$ cat config.mk
export PLATFORM = sky130hd
export DESIGN_NAME = sau_serial_port_unit
export DESIGN_NICKNAME = d
export VERILOG_FILES = /design/src/sau_pkg.sv /design/src/sau_serial_port_unit.sv
export SDC_FILE = /design/constraint.sdc
export NUM_CORES = 1
export LEC_CHECK = 0
export BUFFER_PORTS_ARGS = -buffer_cell sky130_fd_sc_hd__buf_2
export CORE_MARGIN = 5
export CORE_UTILIZATION = 45
export DETAILED_ROUTE_END_ITERATION = 7
export GPL_ROUTABILITY_DRIVEN = 0
export GPL_TIMING_DRIVEN = 0
export PLACE_DENSITY = 0.65
export SLEW_MARGIN = 20
export SYNTH_ARGS = -nofsm -noshare
export SYNTH_HDL_FRONTEND = slang
export SYNTH_SLANG_ARGS = --single-unit
export TNS_END_PERCENT = 10
$ cat constraint.sdc
create_clock -name aclk -period 5.25 [get_ports aclk]
set_input_delay 0.7875 -clock aclk [delete_from_list [all_inputs] [get_ports aclk]]
set_output_delay 0.7875 -clock aclk [all_outputs]
set_load 0.02 [all_outputs]
$ cat src/sau_pkg.sv
// Constants, field positions and state types of the serial port unit
// Notes on behaviour
// - Tick source comes from the high clock-enable bit; pin role from mode bit and both clock-enable bits; sync internal drives pin.
// - Async internal: pin idle without clock_enable_low, else bit-rate clock out.
// - Driven-out async clock rises at the centre of each data bit.
// - Good frame moved to rx_data_reg sets rx_full_flag; rx_irq_enable raises request.
// - Move from tx_data_reg into tx_shift_reg sets tx_empty_flag; tx_irq_enable requests.
// - tx_empty_flag still set at last bit sets tx_end_flag; enable raises request.
// - Line idles high; a falling edge on the idle line that is still low at mid-bit is taken as a start bit.
// - Frame: low start, data LSB first, optional parity or multiproc bit, high stops.
// - Receiver syncs to start falling edge, samples on eighth of sixteen ticks.
// - Twelve formats: 7/8 data, parity, multiproc bit replacing parity, one/two stops.
// - Clearing tx_enable sets tx_empty_flag.
// - Clearing rx_enable keeps receive flags and rx_data_reg unchanged.
// - Transmitter and receiver are independent and double-buffered, full duplex.
// - Parity checked against odd select; only the first stop bit is checked.
// - Frame ending with rx_full_flag set flags overrun, byte dropped; other errors transfer.
// - No reception while any receive error flag is set.
package sau_pkg;
    // Register byte offsets
    localparam logic [7:0] OFS_MODE   = 8'h00;
    localparam logic [7:0] OFS_CTRL   = 8'h04;
    localparam logic [7:0] OFS_STATUS = 8'h08;
    localparam logic [7:0] OFS_TXDATA = 8'h0C;
    localparam logic [7:0] OFS_RXDATA = 8'h10;
    localparam logic [7:0] OFS_DIV    = 8'h14;
    // serial_mode_reg fields
    localparam int M_COM  = 7;
    localparam int M_CHR  = 6;
    localparam int M_PE   = 5;
    localparam int M_PM   = 4;
    localparam int M_STOP = 3;
    localparam int M_MP   = 2;
    // serial_control_reg fields
    localparam int C_TIE  = 7;
    localparam int C_RIE  = 6;
    localparam int C_TE   = 5;
    localparam int C_RE   = 4;
    localparam int C_TX_END_IRQ_ENABLE = 2;
    localparam int C_CLOCK_ENABLE_HIGH = 1;
    localparam int C_CLOCK_ENABLE_LOW = 0;
    // serial_status_reg fields
    localparam int S_TX_EMPTY_FLAG = 7;
    localparam int S_RX_FULL_FLAG = 6;
    localparam int S_OER  = 5;
    localparam int S_FER  = 4;
    localparam int S_PER  = 3;
    localparam int S_TX_END_FLAG = 2;
    localparam int S_MPBR = 1;
    localparam int S_MPBT = 0;
    // Reset values and timing counts
    localparam logic [7:0] RST_MODE = 8'h00;
    localparam logic [7:0] RST_CTRL = 8'h00;
    localparam logic [7:0] RST_DIV  = 8'h0F;
    localparam logic [3:0] PH_LAST  = 4'hF;
    localparam logic [3:0] PH_MID   = 4'h7;
    localparam logic [1:0] RESP_OK  = 2'h0;
    localparam logic [1:0] RESP_ERR = 2'h2;
    typedef enum logic [0:0] {TX_IDLE, TX_RUN} sau_tx_st_t;
    typedef enum logic [1:0] {RX_IDLE, RX_START, RX_RUN} sau_rx_st_t;
endpackage

$ cat src/sau_serial_port_unit.sv
// Asynchronous serial transceiver with AXI4-Lite register access
`timescale 1ns/100ps
module sau_serial_port_unit import sau_pkg::*; #(
    parameter logic [7:0] DIV_RESET = RST_DIV
) (
    // Clock and reset
    input  wire logic        aclk,
    input  wire logic        aresetn,
    // AXI4-Lite write channels
    input  wire logic [7:0]  awaddr,
    input  wire logic        awvalid,
    output logic             awready,
    input  wire logic [31:0] wdata,
    input  wire logic [3:0]  wstrb,
    input  wire logic        wvalid,
    output logic             wready,
    output logic [1:0]       bresp,
    output logic             bvalid,
    input  wire logic        bready,
    // AXI4-Lite read channels
    input  wire logic [7:0]  araddr,
    input  wire logic        arvalid,
    output logic             arready,
    output logic [31:0]      rdata,
    output logic [1:0]       rresp,
    output logic             rvalid,
    input  wire logic        rready,
    // Serial line and clock pin
    output logic             txd,
    input  wire logic        rxd,
    input  wire logic        serial_clock_pin_i,
    output logic             serial_clock_pin_o,
    output logic             serial_clock_pin_oe,
    // Interrupt requests
    output logic             rx_full_irq,
    output logic             tx_empty_irq,
    output logic             tx_end_irq
);
    ////////////////////////////////////////////////////////////////////////////
    typedef struct packed {
        logic [7:0]  mode;
        logic [7:0]  ctrl;
        logic [7:0]  tx_data_reg;
        logic [7:0]  rx_data_reg;
        logic [7:0]  div;
        logic [7:0]  bcnt;
        logic        ck_s1, ck_s2, ck_s3;
        logic        rx_s1, rx_s2, rx_prev;
        logic        tx_empty_flag, rx_full_flag, overrun_flag, framing_error_flag, parity_error_flag, tx_end_flag, mpbr, mpbt;
        sau_tx_st_t  tx_st;
        logic [3:0]  tx_ph;
        logic [3:0]  tx_pos;
        logic [7:0]  tx_shift_reg;
        logic        tx_extra;
        logic        txd;
        sau_rx_st_t  rx_st;
        logic [3:0]  rx_ph;
        logic [3:0]  rx_pos;
        logic [7:0]  rx_shift_reg;
        logic        rx_extra;
        logic        sck_o, sck_oe;
        logic        irq_rx, irq_tx, irq_te;
        logic        aw_got, w_got;
        logic [7:0]  aw_addr;
        logic [7:0]  w_data;
        logic        w_strb0;
        logic        awready, wready, bvalid;
        logic [1:0]  bresp;
        logic        arready, rvalid;
        logic [31:0] rdata;
        logic [1:0]  rresp;
    } sau_state_t;

    sau_state_t s;
    sau_state_t next_s;

    ////////////////////////////////////////////////////////////////////////////
    // Frame shape from the mode register
    logic [3:0] n_data;
    logic       has_extra;
    logic [3:0] last_pos;
    logic       ext_clk;
    assign n_data    = s.mode[M_CHR] ? 4'h7 : 4'h8;
    assign has_extra = s.mode[M_MP] | s.mode[M_PE];
    // Start + data + extra + stops, minus one
    assign last_pos  = n_data + {3'h0, has_extra} + {3'h0, s.mode[M_STOP]} + 4'h1;
    assign ext_clk   = s.ctrl[C_CLOCK_ENABLE_HIGH];

    // Parity over data bits; odd select inverts it
    function automatic logic par_of(input logic [7:0] d, input logic odd);
        par_of = (^d) ^ odd;
    endfunction

    ////////////////////////////////////////////////////////////////////////////
    // All next-state logic
    always_comb begin
        logic       tick;
        logic       tx_bnd;
        logic       rx_smp;
        logic       wr;
        logic [7:0] wv;
        logic       bit_v;
        logic [7:0] dmask;
        tick   = 1'b0;
        tx_bnd = 1'b0;
        rx_smp = 1'b0;
        wr     = 1'b0;
        wv     = 8'h00;
        bit_v  = 1'b1;
        dmask  = 8'h00;
        next_s = s;

        // Pin synchronisers; first stages feed only the second
        next_s.ck_s1   = serial_clock_pin_i;
        next_s.ck_s2   = s.ck_s1;
        next_s.ck_s3   = s.ck_s2;
        next_s.rx_s1   = rxd;
        next_s.rx_s2   = s.rx_s1;

        // Sixteen-times tick: external pin edge or internal divider
        if (ext_clk) begin
            tick        = s.ck_s2 & ~s.ck_s3;
            next_s.bcnt = 8'h00;
        end else if (s.bcnt >= s.div) begin
            tick        = 1'b1;
            next_s.bcnt = 8'h00;
        end else begin
            next_s.bcnt = s.bcnt + 8'h01;
        end

        // AXI write: address and data accepted in either order
        if (awvalid && s.awready) begin
            next_s.aw_got  = 1'b1;
            next_s.aw_addr = awaddr;
        end
        if (wvalid && s.wready) begin
            next_s.w_got   = 1'b1;
            next_s.w_data  = wdata[7:0];
            next_s.w_strb0 = wstrb[0];
        end
        if (bvalid && bready) begin
            next_s.bvalid = 1'b0;
        end
        if (next_s.aw_got && next_s.w_got && !s.bvalid) begin
            wr             = next_s.w_strb0;
            wv             = next_s.w_data;
            next_s.aw_got  = 1'b0;
            next_s.w_got   = 1'b0;
            next_s.bvalid  = 1'b1;
            next_s.bresp   = RESP_OK;
            unique case (next_s.aw_addr)
                OFS_MODE:   if (wr) next_s.mode = wv;
                OFS_CTRL:   if (wr) next_s.ctrl = wv;
                OFS_TXDATA: if (wr) next_s.tx_data_reg  = wv;
                OFS_DIV:    if (wr) next_s.div  = wv;
                OFS_STATUS: if (wr) begin
                    // Writing 0 clears a flag, tx_end_flag through the tx_empty_flag bit; writing 1 leaves it; mpbt takes the written bit
                    if (!wv[S_TX_EMPTY_FLAG]) begin
                        next_s.tx_empty_flag = 1'b0;
                        next_s.tx_end_flag = 1'b0;
                    end
                    if (!wv[S_RX_FULL_FLAG]) next_s.rx_full_flag = 1'b0;
                    if (!wv[S_OER])  next_s.overrun_flag  = 1'b0;
                    if (!wv[S_FER])  next_s.framing_error_flag  = 1'b0;
                    if (!wv[S_PER])  next_s.parity_error_flag  = 1'b0;
                    next_s.mpbt = wv[S_MPBT];
                end
                OFS_RXDATA: ;
                default:    next_s.bresp = RESP_ERR;
            endcase
        end

        // AXI read: one outstanding, plain reads have no side effect
        if (rvalid && rready) begin
            next_s.rvalid = 1'b0;
        end
        if (arvalid && s.arready) begin
            next_s.rvalid = 1'b1;
            next_s.rresp  = RESP_OK;
            next_s.rdata  = 32'h0000_0000;
            unique case (araddr)
                OFS_MODE:   next_s.rdata[7:0] = s.mode;
                OFS_CTRL:   next_s.rdata[7:0] = s.ctrl;
                OFS_TXDATA: next_s.rdata[7:0] = s.tx_data_reg;
                OFS_RXDATA: next_s.rdata[7:0] = s.rx_data_reg;
                OFS_DIV:    next_s.rdata[7:0] = s.div;
                OFS_STATUS: next_s.rdata[7:0] = {s.tx_empty_flag, s.rx_full_flag, s.overrun_flag, s.framing_error_flag,
                                                  s.parity_error_flag, s.tx_end_flag, s.mpbr, s.mpbt};
                default:    next_s.rresp = RESP_ERR;
            endcase
        end

        // Transmitter: free-running bit phase; hardware sets win over clears
        if (tick) begin
            next_s.tx_ph = s.tx_ph + 4'h1;
            tx_bnd       = (s.tx_ph == PH_LAST);
        end
        if (tx_bnd && s.tx_st == TX_RUN) begin
            if (s.tx_pos == last_pos) begin
                if (s.ctrl[C_TE] && !next_s.tx_empty_flag) begin
                    next_s.tx_shift_reg      = s.tx_data_reg;
                    next_s.tx_extra = s.mode[M_MP] ? s.mpbt
                                    : par_of(s.tx_data_reg & dmask_of(s.mode[M_CHR]), s.mode[M_PM]);
                    next_s.tx_empty_flag     = 1'b1;
                    next_s.tx_pos   = 4'h0;
                end else begin
                    next_s.tx_end_flag  = 1'b1;
                    next_s.tx_st = TX_IDLE;
                end
            end else begin
                next_s.tx_pos = s.tx_pos + 4'h1;
            end
        end else if (tx_bnd && s.ctrl[C_TE] && !next_s.tx_empty_flag) begin
            next_s.tx_shift_reg      = s.tx_data_reg;
            next_s.tx_extra = s.mode[M_MP] ? s.mpbt
                            : par_of(s.tx_data_reg & dmask_of(s.mode[M_CHR]), s.mode[M_PM]);
            next_s.tx_empty_flag     = 1'b1;
            next_s.tx_end_flag     = 1'b0;
            next_s.tx_pos   = 4'h0;
            next_s.tx_st    = TX_RUN;
        end
        if (!s.ctrl[C_TE]) begin
            next_s.tx_empty_flag  = 1'b1;
            next_s.tx_st = TX_IDLE;
        end

        // Line level for the current frame position
        if (next_s.tx_st == TX_RUN) begin
            if (next_s.tx_pos == 4'h0) begin
                bit_v = 1'b0;
            end else if (next_s.tx_pos <= n_data) begin
                bit_v = next_s.tx_shift_reg[3'(next_s.tx_pos - 4'h1)];
            end else if (has_extra && next_s.tx_pos == n_data + 4'h1) begin
                bit_v = next_s.tx_extra;
            end
        end
        next_s.txd = bit_v;

        // Receiver: start edge, then sample at mid-bit
        dmask = dmask_of(s.mode[M_CHR]);
        if (tick) begin
            next_s.rx_prev = s.rx_s2;
            next_s.rx_ph   = s.rx_ph + 4'h1;
            rx_smp         = (s.rx_ph == PH_LAST);
        end
        unique case (s.rx_st)
            RX_IDLE: if (tick && s.rx_prev && !s.rx_s2 && s.ctrl[C_RE]
                         && !(s.overrun_flag | s.framing_error_flag | s.parity_error_flag)) begin
                next_s.rx_st = RX_START;
                next_s.rx_ph = 4'h1;
            end
            RX_START: if (tick && s.rx_ph == PH_MID) begin
                // Eighth pulse after the falling edge
                if (s.rx_s2) begin
                    next_s.rx_st = RX_IDLE;
                end else begin
                    next_s.rx_st  = RX_RUN;
                    next_s.rx_ph  = 4'h0;
                    next_s.rx_pos = 4'h1;
                    next_s.rx_shift_reg    = 8'h00;
                end
            end
            RX_RUN: if (rx_smp) begin
                next_s.rx_pos = s.rx_pos + 4'h1;
                if (s.rx_pos <= n_data) begin
                    next_s.rx_shift_reg[3'(s.rx_pos - 4'h1)] = s.rx_s2;
                end else if (has_extra && s.rx_pos == n_data + 4'h1) begin
                    next_s.rx_extra = s.rx_s2;
                end else begin
                    // First stop bit only; a second stop is left to idle
                    next_s.rx_st = RX_IDLE;
                    if (s.rx_full_flag) begin
                        next_s.overrun_flag = 1'b1;
                    end else begin
                        next_s.rx_data_reg = s.rx_shift_reg & dmask;
                        if (s.mode[M_MP]) next_s.mpbr = s.rx_extra;
                        if (!s.rx_s2) begin
                            next_s.framing_error_flag = 1'b1;
                        end else if (!s.mode[M_MP] && s.mode[M_PE]
                                     && par_of(s.rx_shift_reg & dmask, s.mode[M_PM]) != s.rx_extra) begin
                            next_s.parity_error_flag = 1'b1;
                        end else begin
                            next_s.rx_full_flag = 1'b1;
                        end
                    end
                end
            end
        endcase
        // Disabling the receiver only stops the frame in progress
        if (!s.ctrl[C_RE]) begin
            next_s.rx_st = RX_IDLE;
        end

        // Clock pin role from mode and enables
        if (s.mode[M_COM]) begin
            next_s.sck_oe = ~s.ctrl[C_CLOCK_ENABLE_HIGH];
            next_s.sck_o  = 1'b1;
        end else begin
            next_s.sck_oe = ~s.ctrl[C_CLOCK_ENABLE_HIGH] & s.ctrl[C_CLOCK_ENABLE_LOW];
            // Low for phases 0-7, rises at phase 8, the bit centre
            next_s.sck_o  = next_s.tx_ph[3];
        end

        // Interrupt request levels
        next_s.irq_rx = next_s.rx_full_flag & s.ctrl[C_RIE];
        next_s.irq_tx = next_s.tx_empty_flag & s.ctrl[C_TIE];
        next_s.irq_te = next_s.tx_end_flag & s.ctrl[C_TX_END_IRQ_ENABLE];

        // Ready outputs as flops
        next_s.awready = ~next_s.aw_got & ~next_s.bvalid;
        next_s.wready  = ~next_s.w_got & ~next_s.bvalid;
        next_s.arready = ~next_s.rvalid;
    end

    // Data mask for seven or eight data bits
    function automatic logic [7:0] dmask_of(input logic chr);
        dmask_of = chr ? 8'h7F : 8'hFF;
    endfunction

    ////////////////////////////////////////////////////////////////////////////
    // State register
    always_ff @(posedge aclk) begin
        if (!aresetn) begin
            s         <= '0;
            s.mode    <= RST_MODE;
            s.ctrl    <= RST_CTRL;
            s.div     <= DIV_RESET;
            s.tx_empty_flag    <= 1'b1;
            s.txd     <= 1'b1;
            s.sck_o   <= 1'b1;
            s.rx_prev <= 1'b1;
            s.tx_st   <= TX_IDLE;
            s.rx_st   <= RX_IDLE;
        end else begin
            s <= next_s;
        end
    end

    // Outputs straight from flops
    assign awready             = s.awready;
    assign wready              = s.wready;
    assign bvalid              = s.bvalid;
    assign bresp               = s.bresp;
    assign arready             = s.arready;
    assign rvalid              = s.rvalid;
    assign rdata               = s.rdata;
    assign rresp               = s.rresp;
    assign txd                 = s.txd;
    assign serial_clock_pin_o  = s.sck_o;
    assign serial_clock_pin_oe = s.sck_oe;
    assign rx_full_irq         = s.irq_rx;
    assign tx_empty_irq        = s.irq_tx;
    assign tx_end_irq          = s.irq_te;
endmodule

==> metrics.md, run 1 <==
| Metric | Value |
|---|---|
| Critical Path End Type | `flip-flop` |
| Top_reg_cell synth | `dfxtp_1` |
| DR WL/cell | `16.2 µm` |
| Routed Antenna Nets | `0` |
| Fmax | `210 MHz` |
| Grt ovf | `0` |
| Ys async rst share | `0%` |
| Worst path top cell family by delay | `compound AO/OA/AOI/OAI gates` |
| Critical path's most frequent cell | `ha_1` |
| Initial antenna violation count | `0` |
| Synth area leader | `dfxtp_1` |
| Clk sinks | `139` |
| Final TNS setup | `0 ns` |
| Final-stage net count | `986` |
| Number of CTS-inserted buffers | `17` |
| Top cells by area, synth | `dfxtp_1 (39%), mux2i_1 (7.7%), nor2_1 (5.3%)` |
| Final Skew | `0.00948 ns` |
| R2R Path Start | `s[159]$_SDFFE_PN0P_` |
| Clock Path Buffers | `2` |
| Share of post-route cells with drive strength above 1 | `17.8%` |
| Share of the synthesized area in the top cell type | `38.9%` |
| RSZ-0062 raised after global routing | `false` |
| Critical path arrival | `5.05 ns` |
| Netlist cell types | `66` |
| Clock Latency Late Sink | `0.42 ns` |
| Core Region | `15800 µm²` |
| # Post-CTS Setup Buffers | `0` |
| Vias per Instance | `5.19` |
| Maximum vdd drop | `0.193 mV` |
| Syn_area_per_cell | `8.99 µm²` |
| Antenna diodes | `0` |
| Post-Syn Area | `7160 µm²` |
| Largest Register | `s` |
| Static leakage | `3.64 nW` |
| CP Launch Point | `s[159]$_SDFFE_PN0P_` |
| CP Max Fanout | `7` |
| Yosys Warn Count | `0` |
| Critical-path top delay cell | `dfxtp_1` |
| Boundary Pins | `108` |
| Hold Startpoint | `s[59]$_SDFF_PN0_` |
| DPL Wire Length | `13700 µm` |
| Root buffer cell | `clkbuf_16` |
| Post-route DRC violation count | `0` |
| I/O Buffers | `53` |
| Max_cap viols | `0` |
| Die area | `18500 µm²` |
| Period Utilization, post-route | `90.5%` |
| Final instance area | `8420 µm²` |
| Area delta synth->final | `17.6%` |
| Die Ht | `136 µm` |
| Post-CTS Hold Buffers | `0` |
| Reg clk slew, reported paths | `0.06 ns` |
| Cells after Synth | `796` |
| DR vias | `5821` |
| Max reg flops | `114` |
| Status | `complete, no violations` |
| CTS tree | `done` |
| Routed WL | `18100 µm` |
| Fillers | `1484` |
| Global-route wire length before repair | `28600 µm` |
| Die width | `136 µm` |
| WP buf/inv | `2` |
| Crit path largest cell delay | `0.50 ns` |
| Clock period minus worst slack | `4.75 ns` |
| Hold violation total from the final report | `0` |
| Sequential area share after synthesis | `38.9%` |
| Vias in the first global route | `5398` |
| DR pass1 iterations | `6` |
| Register Area | `2780 µm²` |
| H-tree lvl count | `4` |
| Slew @ Worst Pin | `0.752 ns` |
| Hold Crit Class | `flip-flop to flip-flop` |
| Initial Utilization | `45.4%` |
| Largest net degree at the start of global routing | `17` |
| Total Routing Usage GR | `19.9%` |
| Setup Crit Path Kind | `flip-flop to flip-flop` |
| Post-synth EDFFs | `0` |
| Relative slew slack | `49.9%` |
| Power per Cell Area | `300 nW/µm²` |
| CP Launch Type | `flip-flop` |
| Post-DP Area | `7790 µm²` |
| Number of DRC markers in iteration 0 | `374` |
| Rows | `46` |
| Area of the multi-input gates | `3970 µm²` |
| Yosys reg bits | `139` |
| Worst path cell trace | `nor2_2 > ha_1 > inv_1 > ha_1 > fa_1 > xor2_1 > nor4b_2 > mux2i_2 > a221o_1 > nand2_1 > a22oi_1 > inv_1 > ha_1 > nor2b_1 > o21ai_0 > nand2b_1 > a21oi_1 > a41oi_1 > nor2b_1 > o311ai_1 > o2bb2a_4` |
| Max Slew Vio Count | `0` |
| Cts repair resizes | `0` |
| Critical Path RT | `5.55 ns` |
| # setup viols final | `0` |
[cell families after synthesis]
family / share of synthesized area [%]
flops: 38.9
mux: 11.2
compound gates: 13.5
fa+ha+maj: 5.80
simple gates: 19.1
buf+inv: 7.12
other cells: 0.0524
xor+xnor: 4.41
[cell usage in the layout, fill, tap and decap left out, types with 4 or more instances in the layout]
cell type / instances
a211oi_1: 15
a21oi_1: 28
a222oi_1: 7
a22o_1: 5
a31oi_1: 6
and2_1: 24
and3_1: 11
buf_2: 54
buf_4: 38
clkbuf_1: 21
clkbuf_16: 17
conb_1: 26
dfxtp_1: 138
ha_1: 30
inv_1: 29
mux2_2: 19
mux2i_1: 54
nand2_1: 62
nand2b_1: 6
nand3_1: 17
nand3b_1: 4
nand4_1: 6
nor2_1: 101
nor2b_1: 15
nor3_1: 17
nor4_1: 5
o21a_1: 5
o21ai_0: 35
o31ai_1: 4
xnor2_1: 20
xor2_1: 16
[area by class of cell]
class | count | area share [%]
buffer | 64 | 4.76
clock buffer | 19 | 5.38
clock inverter | 13 | 1.98
inverter | 29 | 1.29
multi-input combinational | 589 | 47.2
sequential | 139 | 33.1
tap | 216 | 3.21
timing repair buffer | 53 | 3.15
[cell usage after synthesis, types with 3 or more instances]
library cell / count
mux2_2: 19
inv_1: 29
a21o_1: 3
a21oi_1: 28
nand2b_1: 6
nor2b_1: 15
buf_4: 38
o21a_1: 5
o31ai_1: 4
o21ai_0: 35
and3_1: 11
a22o_1: 5
nand3_1: 17
nand3b_1: 4
dfxtp_1: 139
xor2_1: 16
ha_1: 30
a21boi_0: 3
nor3_1: 17
mux2i_1: 55
a31oi_1: 6
buf_1: 3
nand4_1: 6
nand2_1: 62
nor3b_1: 3
clkbuf_1: 21
xnor2_1: 20
and2_1: 24
a211oi_1: 15
a41oi_1: 3
a222oi_1: 7
nor2_1: 102
nor4_1: 5
[power breakdown]
part	switching (mW)	internal, mW	leakage, nW	total [mW]
clock network	0.471	0.776	0.296	1.25
registers	0.0143	1.08	1.13	1.09
logic	0.118	0.0743	2.22	0.193
[worst reg2reg max path: cells and delay by family, from the launching register on]
family                     cells  cell delay (ns)
AOI/OAI and AO/OA              7             1.40
adders and majority gates      4             1.18
and+or+nand+nor                6             0.85
DFF                            1             0.50
muxes                          1             0.38
xor gates and xnor gates       1             0.18
buffers and inverters          2             0.13
[worst paths after layout]
check / endpoint / slack (ns) / depth (start not counted)
worst max-delay path: txd$_SDFF_PN1_ / 0.50 / 21
worst min-delay path: awready$_SDFF_PN0_ / 0.42 / 1
worst max register to register: txd$_SDFF_PN1_ / 0.50 / 21
worst min register to register: awready$_SDFF_PN0_ / 0.42 / 1
[metal layers]
layer  global-route usage [%]  vias up  wire length, µm
met5                        0        -                0
met4                     5.10        0              245
met3                     4.26       18             1090
met2                     32.6      159             8480
met1                     26.7     2728             8330
li1                         -     2916                -
[stage by stage]
step	worst slack [ns]	hold slack, ns	std cells	util [%]	total power [mW]
2_1_floorplan	1.19	0.401	821	-	1.24
3_3_place_gp	0.133	0.409	1090	49.4	1.30
3_5_place_dp	0.170	0.410	1090	49.4	1.31
4_1_cts	0.117	0.420	1122	53.3	2.55
5_1_grt	0.127	0.438	1122	53.4	2.61
6_report	0.499	0.421	1122	53.4	2.53
Power figures use the tool's default switching activity.
==> inputs of run 2 (changes only) <==
Settings changed: ABC_AREA from default to 1.
==> metrics.md, run 2 <==
| Metric | Value |
|---|---|
| Status | `complete, no violations` |
| Period Utilization, post-route | `77.5% (-13 points)` |
| Sequential area share after synthesis | `38.2% (-0.71 points)` |
| Die area | `18800 µm² (+1.7%)` |
| RSZ-0062 raised after global routing | `false` |
| Max reg flops | `114 (unchanged)` |
| Post-synth EDFFs | `0 (unchanged)` |
| Static leakage | `3.93 nW (+8.0%)` |
| WP buf/inv | `4 (+2)` |
| Most common cell in the netlist | `nand2_1` |
| Worst path cell trace | `buf_2 > inv_1 > fa_1 > xor2_1 > nor2_1 > nand3_1 > nor2_2 > nand3_1 > o21ai_0 > o21ai_0 > nand2_1 > inv_1 > ha_1 > inv_1 > nor2_1 > o211ai_1 > nand2_1 > nand4_1 > nor2_1 > a21oi_1 > nand2_1 > nand2_1` |
| Global-route wire length before repair | `30100 µm (+5.3%)` |
| Max Slew Vio Count | `0 (unchanged)` |
| Hold Crit Class | `flip-flop to flip-flop` |
| Commonest non-fill, non-tap cell in the layout | `nand2_1` |
| Setup WS pre-CTS | `1.24 ns (+1.07 ns)` |
| Grt ovf | `0 (unchanged)` |
| Syn_area_per_cell | `7.20 µm² (-20%)` |
| Slew @ Worst Pin | `0.740 ns (-0.0115 ns)` |
| Yosys Warn Count | `0 (unchanged)` |
| Final-stage net count | `1204 (+22%)` |
| Top_reg_cell synth | `dfxtp_1` |
| Top cells by area, synth | `dfxtp_1 (38%), nand2_1 (8.7%), inv_1 (7.5%)` |
| DR pass1 iterations | `5 (-1)` |
| Clock Path Buffers | `2 (unchanged)` |
| Power per Cell Area | `300 nW/µm² (about the same)` |
| Final worst slack | `1.18 ns (+0.684 ns)` |
| Most frequent cells in the layout | `nand2_1 (168), inv_1 (146), dfxtp_1 (139)` |
| Initial antenna violation count | `0 (unchanged)` |
| Fin util | `53.7% (+0.29 points)` |
| Number of CTS-inserted buffers | `17 (unchanged)` |
| Critical path arrival | `4.34 ns (-0.71 ns)` |
| Vias in the first global route | `6084 (+13%)` |
| Die width | `137 µm (+0.86%)` |
| Antenna diodes | `0 (unchanged)` |
| Clock Latency Late Sink | `0.43 ns (about the same)` |
| Core Region | `15900 µm² (+0.73%)` |
| Die Ht | `137 µm (+0.86%)` |
| Reg clk slew, reported paths | `0.06 ns (about the same)` |
| Final Skew | `0.0135 ns (+0.00404 ns)` |
| Vias per Instance | `4.91 (-5.4%)` |
| Area delta synth->final | `17.0%` |
| DPL Wire Length | `14000 µm (+2.1%)` |
| # Post-CTS Setup Buffers | `0 (unchanged)` |
| Routed Antenna Nets | `0 (unchanged)` |
| Critical Path RT | `5.52 ns (-0.03 ns)` |
| Post-route DRC violation count | `0 (unchanged)` |
| CTS tree | `done` |
| Critical-path top delay cell | `dfxtp_1` |
| H-tree lvl count | `4 (unchanged)` |
| Netlist cell types | `46 (-30%)` |
| Clk sinks | `139 (unchanged)` |
| Number of DRC markers in iteration 0 | `504 (+35%)` |
| CP Launch Type | `flip-flop` |
| Routed WL | `18500 µm (+1.9%)` |
| Hold violation total from the final report | `0 (unchanged)` |
| Total Routing Usage GR | `20.4% (+0.53 points)` |
| Post-CTS Hold Buffers | `0 (unchanged)` |
| Synth top cells by count | `nand2_1 (168), inv_1 (146), dfxtp_1 (139)` |
| Crit path largest cell delay | `0.59 ns (+0.09 ns)` |
| Relative slew slack | `50.6% (+0.77 points)` |
| Rows | `46 (unchanged)` |
| Ys async rst share | `0% (unchanged)` |
| Critical Path End Type | `flip-flop` |
| Total Power | `2.56 mW (+1.2%)` |
| Cells after Synth | `1013 (+27%)` |
| Share of the synthesized area in the top cell type | `38.2% (-0.71 points)` |
| Max_cap viols | `0 (unchanged)` |
| Maximum vdd drop | `0.245 mV (+27%)` |
| Setup Crit Path Kind | `flip-flop to flip-flop` |
| Initial Utilization | `45.9% (+0.51 points)` |
| Fmax | `246 MHz (+17%)` |
| Largest Register | `s` |
| Final TNS setup | `0 ns (unchanged)` |
| Boundary Pins | `108 (unchanged)` |
| Yosys reg bits | `139 (unchanged)` |
| Critical path's most frequent cell | `nand2_1` |
| Cts repair resizes | `0 (unchanged)` |
| I/O Buffers | `54 (+1.9%)` |
| Post-Syn Area | `7290 µm² (+1.9%)` |
| # setup viols final | `0 (unchanged)` |
| Clock period minus worst slack | `4.07 ns (-0.684 ns)` |
| Worst path top cell family by delay | `simple AND/OR/NAND/NOR gates` |
| DR WL/cell | `13.8 µm (-15%)` |
| Root buffer cell | `clkbuf_16` |
| Synth area leader | `dfxtp_1` |
| DR vias | `6576 (+13%)` |
| Largest net degree at the start of global routing | `17 (unchanged)` |
| Share of post-route cells with drive strength above 1 | `15.0% (-2.7 points)` |
| CP Max Fanout | `9 (+2)` |
==> run 2: cell count changes after synthesis, sizes merged, moves of 12 or more <==
| cell | previous run | this run |
|---|---|---|
| o21ai | 36 | 95 |
| and2 | 25 | 1 |
| a211oi | 16 | 4 |
| mux2i | 55 | 0 |
| nor2b | 15 | 0 |
| a21oi | 28 | 76 |
| mux2 | 20 | 0 |
| inv | 29 | 151 |
| nor2 | 102 | 127 |
| nand3 | 17 | 58 |
| nand2 | 63 | 177 |
==> run 2: kinds of logic after synthesis <==
group,Yosys count,synth area share [%]
compound gates,204,15.9
buf+inv,210,12.9
xor+xnor,24,2.88
simple gates,403,24.3
other cells,1,0.0514
fa+ha+maj,32,5.70
flops,139,38.2
==> run 2: power by group <==
group	internal [mW]	total (mW)	switching (mW)
sequential	1.08	1.10	0.0138
clock	0.741	1.22	0.482
combinational	0.0808	0.241	0.160
total	1.91	2.56	0.655
==> run 2: tightest hold or removal path, stage by stage (launching register included) <==
cell and delay, ns:
dfxtp_1 0.30, nand2_1 0.05, inv_1 0.04
==> run 2: layout make-up <==
cell class	count	area (µm²)
clock inverters	12	135
fillers	1595	7360
well taps	216	270
flip-flops and latches	139	2780
plain buffers	59	375
repair buffers	54	270
multi-input cells	689	3660
clock buffers	20	467
inverters	151	567
==> run 2: path summary, 6_finish.rpt <==
path	from	end	slack, ns	cells past startpoint
hold / removal	next_s[115]$_SDFF_PN0_	next_s[114]$_SDFF_PN0_	0.41	2
hold reg to reg	next_s[115]$_SDFF_PN0_	next_s[114]$_SDFF_PN0_	0.41	2
setup reg to reg	s[163]$_SDFFE_PN0P_	txd$_SDFF_PN1_	1.18	22
setup / recovery	s[163]$_SDFFE_PN0P_	txd$_SDFF_PN1_	1.18	22
==> run 2: metal layers <==
metal  routed length, µm  vias to the layer above  GRT usage [%]
met5                   0                        -              0
met4                 378                        0           6.60
met3                1030                       29           4.42
met2                8500                      186           32.9
met1                8580                     2940           27.3
li1                    -                     3421              -
==> run 2: per-stage QoR <==
stage	std cells	instance area (µm²)	hold slack, ns
finish	1340	8530	0.413
global route	1340	8530	0.451
CTS	1340	8530	0.417
detailed placement	1308	7920	0.402
global placement	1308	7920	0.396
floorplan	1038	7380	0.390
==> inputs of run 3 (changes only) <==
Clock period 5.25 ns to 4 ns, I/O delays scaled along.
==> metrics.md, run 3 (same netlist as run 2, synthesis figures left out) <==
| Metric | Value |
|---|---|
| Fillers | `1588 (-0.44%)` |
| Post-route DRC violation count | `0 (unchanged)` |
| Final-stage net count | `1208 (+0.33%)` |
| Total Routing Usage GR | `20.4% (unchanged)` |
| H-tree lvl count | `4 (unchanged)` |
| Commonest non-fill, non-tap cell in the layout | `nand2_1` |
| Hold Startpoint | `serial_clock_pin_i` |
| I/O Buffers | `54 (unchanged)` |
| Largest net degree at the start of global routing | `17 (unchanged)` |
| Static leakage | `3.95 nW (+0.43%)` |
| Maximum vdd drop | `0.321 mV (+31%)` |
| Critical path arrival | `3.99 ns (-0.35 ns)` |
| Number of CTS-inserted buffers | `17 (unchanged)` |
| Vias per Instance | `4.90 (-0.21%)` |
| Die width | `137 µm (unchanged)` |
| DR WL/cell | `13.8 µm (+0.18%)` |
| Clock period minus worst slack | `3.71 ns (-0.355 ns)` |
| Routed WL | `18600 µm (+0.48%)` |
| Routed Antenna Nets | `0 (unchanged)` |
| Initial Utilization | `45.9% (unchanged)` |
| Max_cap viols | `0 (unchanged)` |
| Fmax | `269 MHz (+9.6%)` |
| Core Region | `15900 µm² (unchanged)` |
| CTS tree | `done` |
| Reg clk slew, reported paths | `0.06 ns (about the same)` |
| Grt ovf | `0 (unchanged)` |
| Share of post-route cells with drive strength above 1 | `15.8% (+0.74 points)` |
| Relative slew slack | `50.8% (+0.13 points)` |
| Worst Hold Depth | `3 (+1)` |
| Boundary Pins | `108 (unchanged)` |
| Global-route wire length before repair | `30100 µm (unchanged)` |
| Final Skew | `0.0114 ns (-0.00215 ns)` |
| Hold EP | `next_s[115]$_SDFF_PN0_` |
| Area delta synth->final | `17.6%` |
| Initial antenna violation count | `0 (unchanged)` |
| Max Slew Vio Count | `0 (unchanged)` |
| Status | `complete, no violations` |
| CP Launch Type | `flip-flop` |
| Worst path top cell family by delay | `simple AND/OR/NAND/NOR gates` |
| Die Ht | `137 µm (unchanged)` |
| Slew @ Worst Pin | `0.738 ns (-0.00199 ns)` |
| Reg2Reg Setup Slack | `0.29 ns (-0.90 ns)` |
| Number of DRC markers in iteration 0 | `597 (+18%)` |
| Vias in the first global route | `6084 (unchanged)` |
| Hold violation total from the final report | `0 (unchanged)` |
| Power per Cell Area | `392 nW/µm² (+31%)` |
| Most frequent cells in the layout | `nand2_1 (168), inv_1 (145), dfxtp_1 (137)` |
| Largest Register | `s` |
| Setup Crit Path Kind | `flip-flop to flip-flop` |
| CP Max Fanout | `9 (unchanged)` |
| Critical Path End Type | `flip-flop` |
| Worst Reg-to-Reg Cells | `22 (unchanged)` |
| DPL Wire Length | `14000 µm (unchanged)` |
| WP buf/inv | `4 (unchanged)` |
| Reg2reg end | `txd$_SDFF_PN1_` |
| Total Power | `3.36 mW (+31%)` |
| Critical-path top delay cell | `fa_1` |
| Root buffer cell | `clkbuf_16` |
| DR vias | `6582 (+0.091%)` |
| Die area | `18800 µm² (unchanged)` |
| DR pass1 iterations | `5 (unchanged)` |
| Clock Path Buffers | `2 (unchanged)` |
| Max reg flops | `114 (unchanged)` |
| Hold Crit Class | `primary input to flip-flop` |
| Rows | `46 (unchanged)` |
| Period Utilization, post-route | `92.8% (+15 points)` |
| Hold Slack | `0.353 ns (-0.0602 ns)` |
| Clock Latency Late Sink | `0.43 ns (about the same)` |
| # setup viols final | `0 (unchanged)` |
| Antenna diodes | `0 (unchanged)` |
| R2R Path Start | `s[163]$_SDFFE_PN0P_` |
| Critical Path RT | `4.27 ns (-1.25 ns)` |
| Crit path largest cell delay | `0.49 ns (-0.10 ns)` |
| Critical path's most frequent cell | `nand2_1` |
| Clk sinks | `139 (unchanged)` |
| Worst path cell trace | `clkbuf_4 > clkinvlp_4 > fa_1 > xor2_1 > nor2_1 > nand3_1 > nor2_4 > nand3_1 > o21ai_0 > o21ai_0 > nand2_1 > inv_1 > ha_1 > inv_1 > nor2_1 > o211ai_1 > nand2_1 > nand4_1 > nor2_1 > a21oi_1 > nand2_1 > nand2_1` |
-- run 3: area by class of cell --
cell class              count  area, µm²  area share (%)
plain buffers              59        378            4.41
clock buffers              20        467            5.44
clock inverters            12        135            1.58
inverters                 151        571            6.65
multi-input cells         689       3670            42.8
flip-flops and latches    139       2790            32.5
well taps                 216        270            3.15
repair buffers             58        300            3.50
-- run 3: what timing repair did --
item                                    4_1_cts  5_1_grt
buffers inserted                              0        4
endpoints found under the setup margin        1        1
pin swaps                                     0        2
gates resized for setup                       1        6
hold buffers                                  0        0
-- run 3: routing by layer --
metal	track usage, %	vias to the layer above	routed length (µm)
met4	6.60	0	359
met5	0	-	0
met3	4.42	26	1090
li1	-	3431	-
met1	27.3	2943	8530
met2	32.9	182	8590
-- run 3: worst max path at each step --
| stage | startpoint | to | cells past startpoint |
|---|---|---|---|
| floorplan | s[163]$_SDFFE_PN0P_ | txd$_SDFF_PN1_ | 22 |
| global placement | s[163]$_SDFFE_PN0P_ | txd$_SDFF_PN1_ | 22 |
| detailed placement | s[163]$_SDFFE_PN0P_ | txd$_SDFF_PN1_ | 22 |
| CTS | s[163]$_SDFFE_PN0P_ | txd$_SDFF_PN1_ | 22 |
| global route | s[163]$_SDFFE_PN0P_ | txd$_SDFF_PN1_ | 22 |
| finish | s[163]$_SDFFE_PN0P_ | txd$_SDFF_PN1_ | 22 |
-- run 3: report_power, final --
part | internal (mW) | total, mW | switching [mW] | leakage (nW)
Clock | 0.973 | 1.61 | 0.633 | 0.297
Sequential | 1.42 | 1.44 | 0.0181 | 1.13
Combinational | 0.106 | 0.316 | 0.210 | 2.52
-- run 3: worst register-to-register path, delay by kind of cell, from the launching register on --
family / cells / cell delay (ns)
and+or+nand+nor: 11 / 1.25
xor gates and xnor gates: 1 / 0.18
AOI/OAI and AO/OA: 4 / 0.34
buffers and inverters: 4 / 0.52
adders and majority gates: 2 / 0.78
DFF: 1 / 0.48
-- run 3: stage by stage --
step           std cells  area (µm²)  utilization (%)  setup WS (ns)  TNS [ns]
2_1_floorplan       1038        7380                -          0.768         0
3_3_place_gp        1308        7920             49.9         0.0179         0
3_5_place_dp        1308        7920             49.9       -0.00583  -0.00583
4_1_cts             1340        8530             53.7          0.127         0
5_1_grt             1344        8570             54.0       -0.00323  -0.00323
6_report            1344        8570             54.0          0.288         0
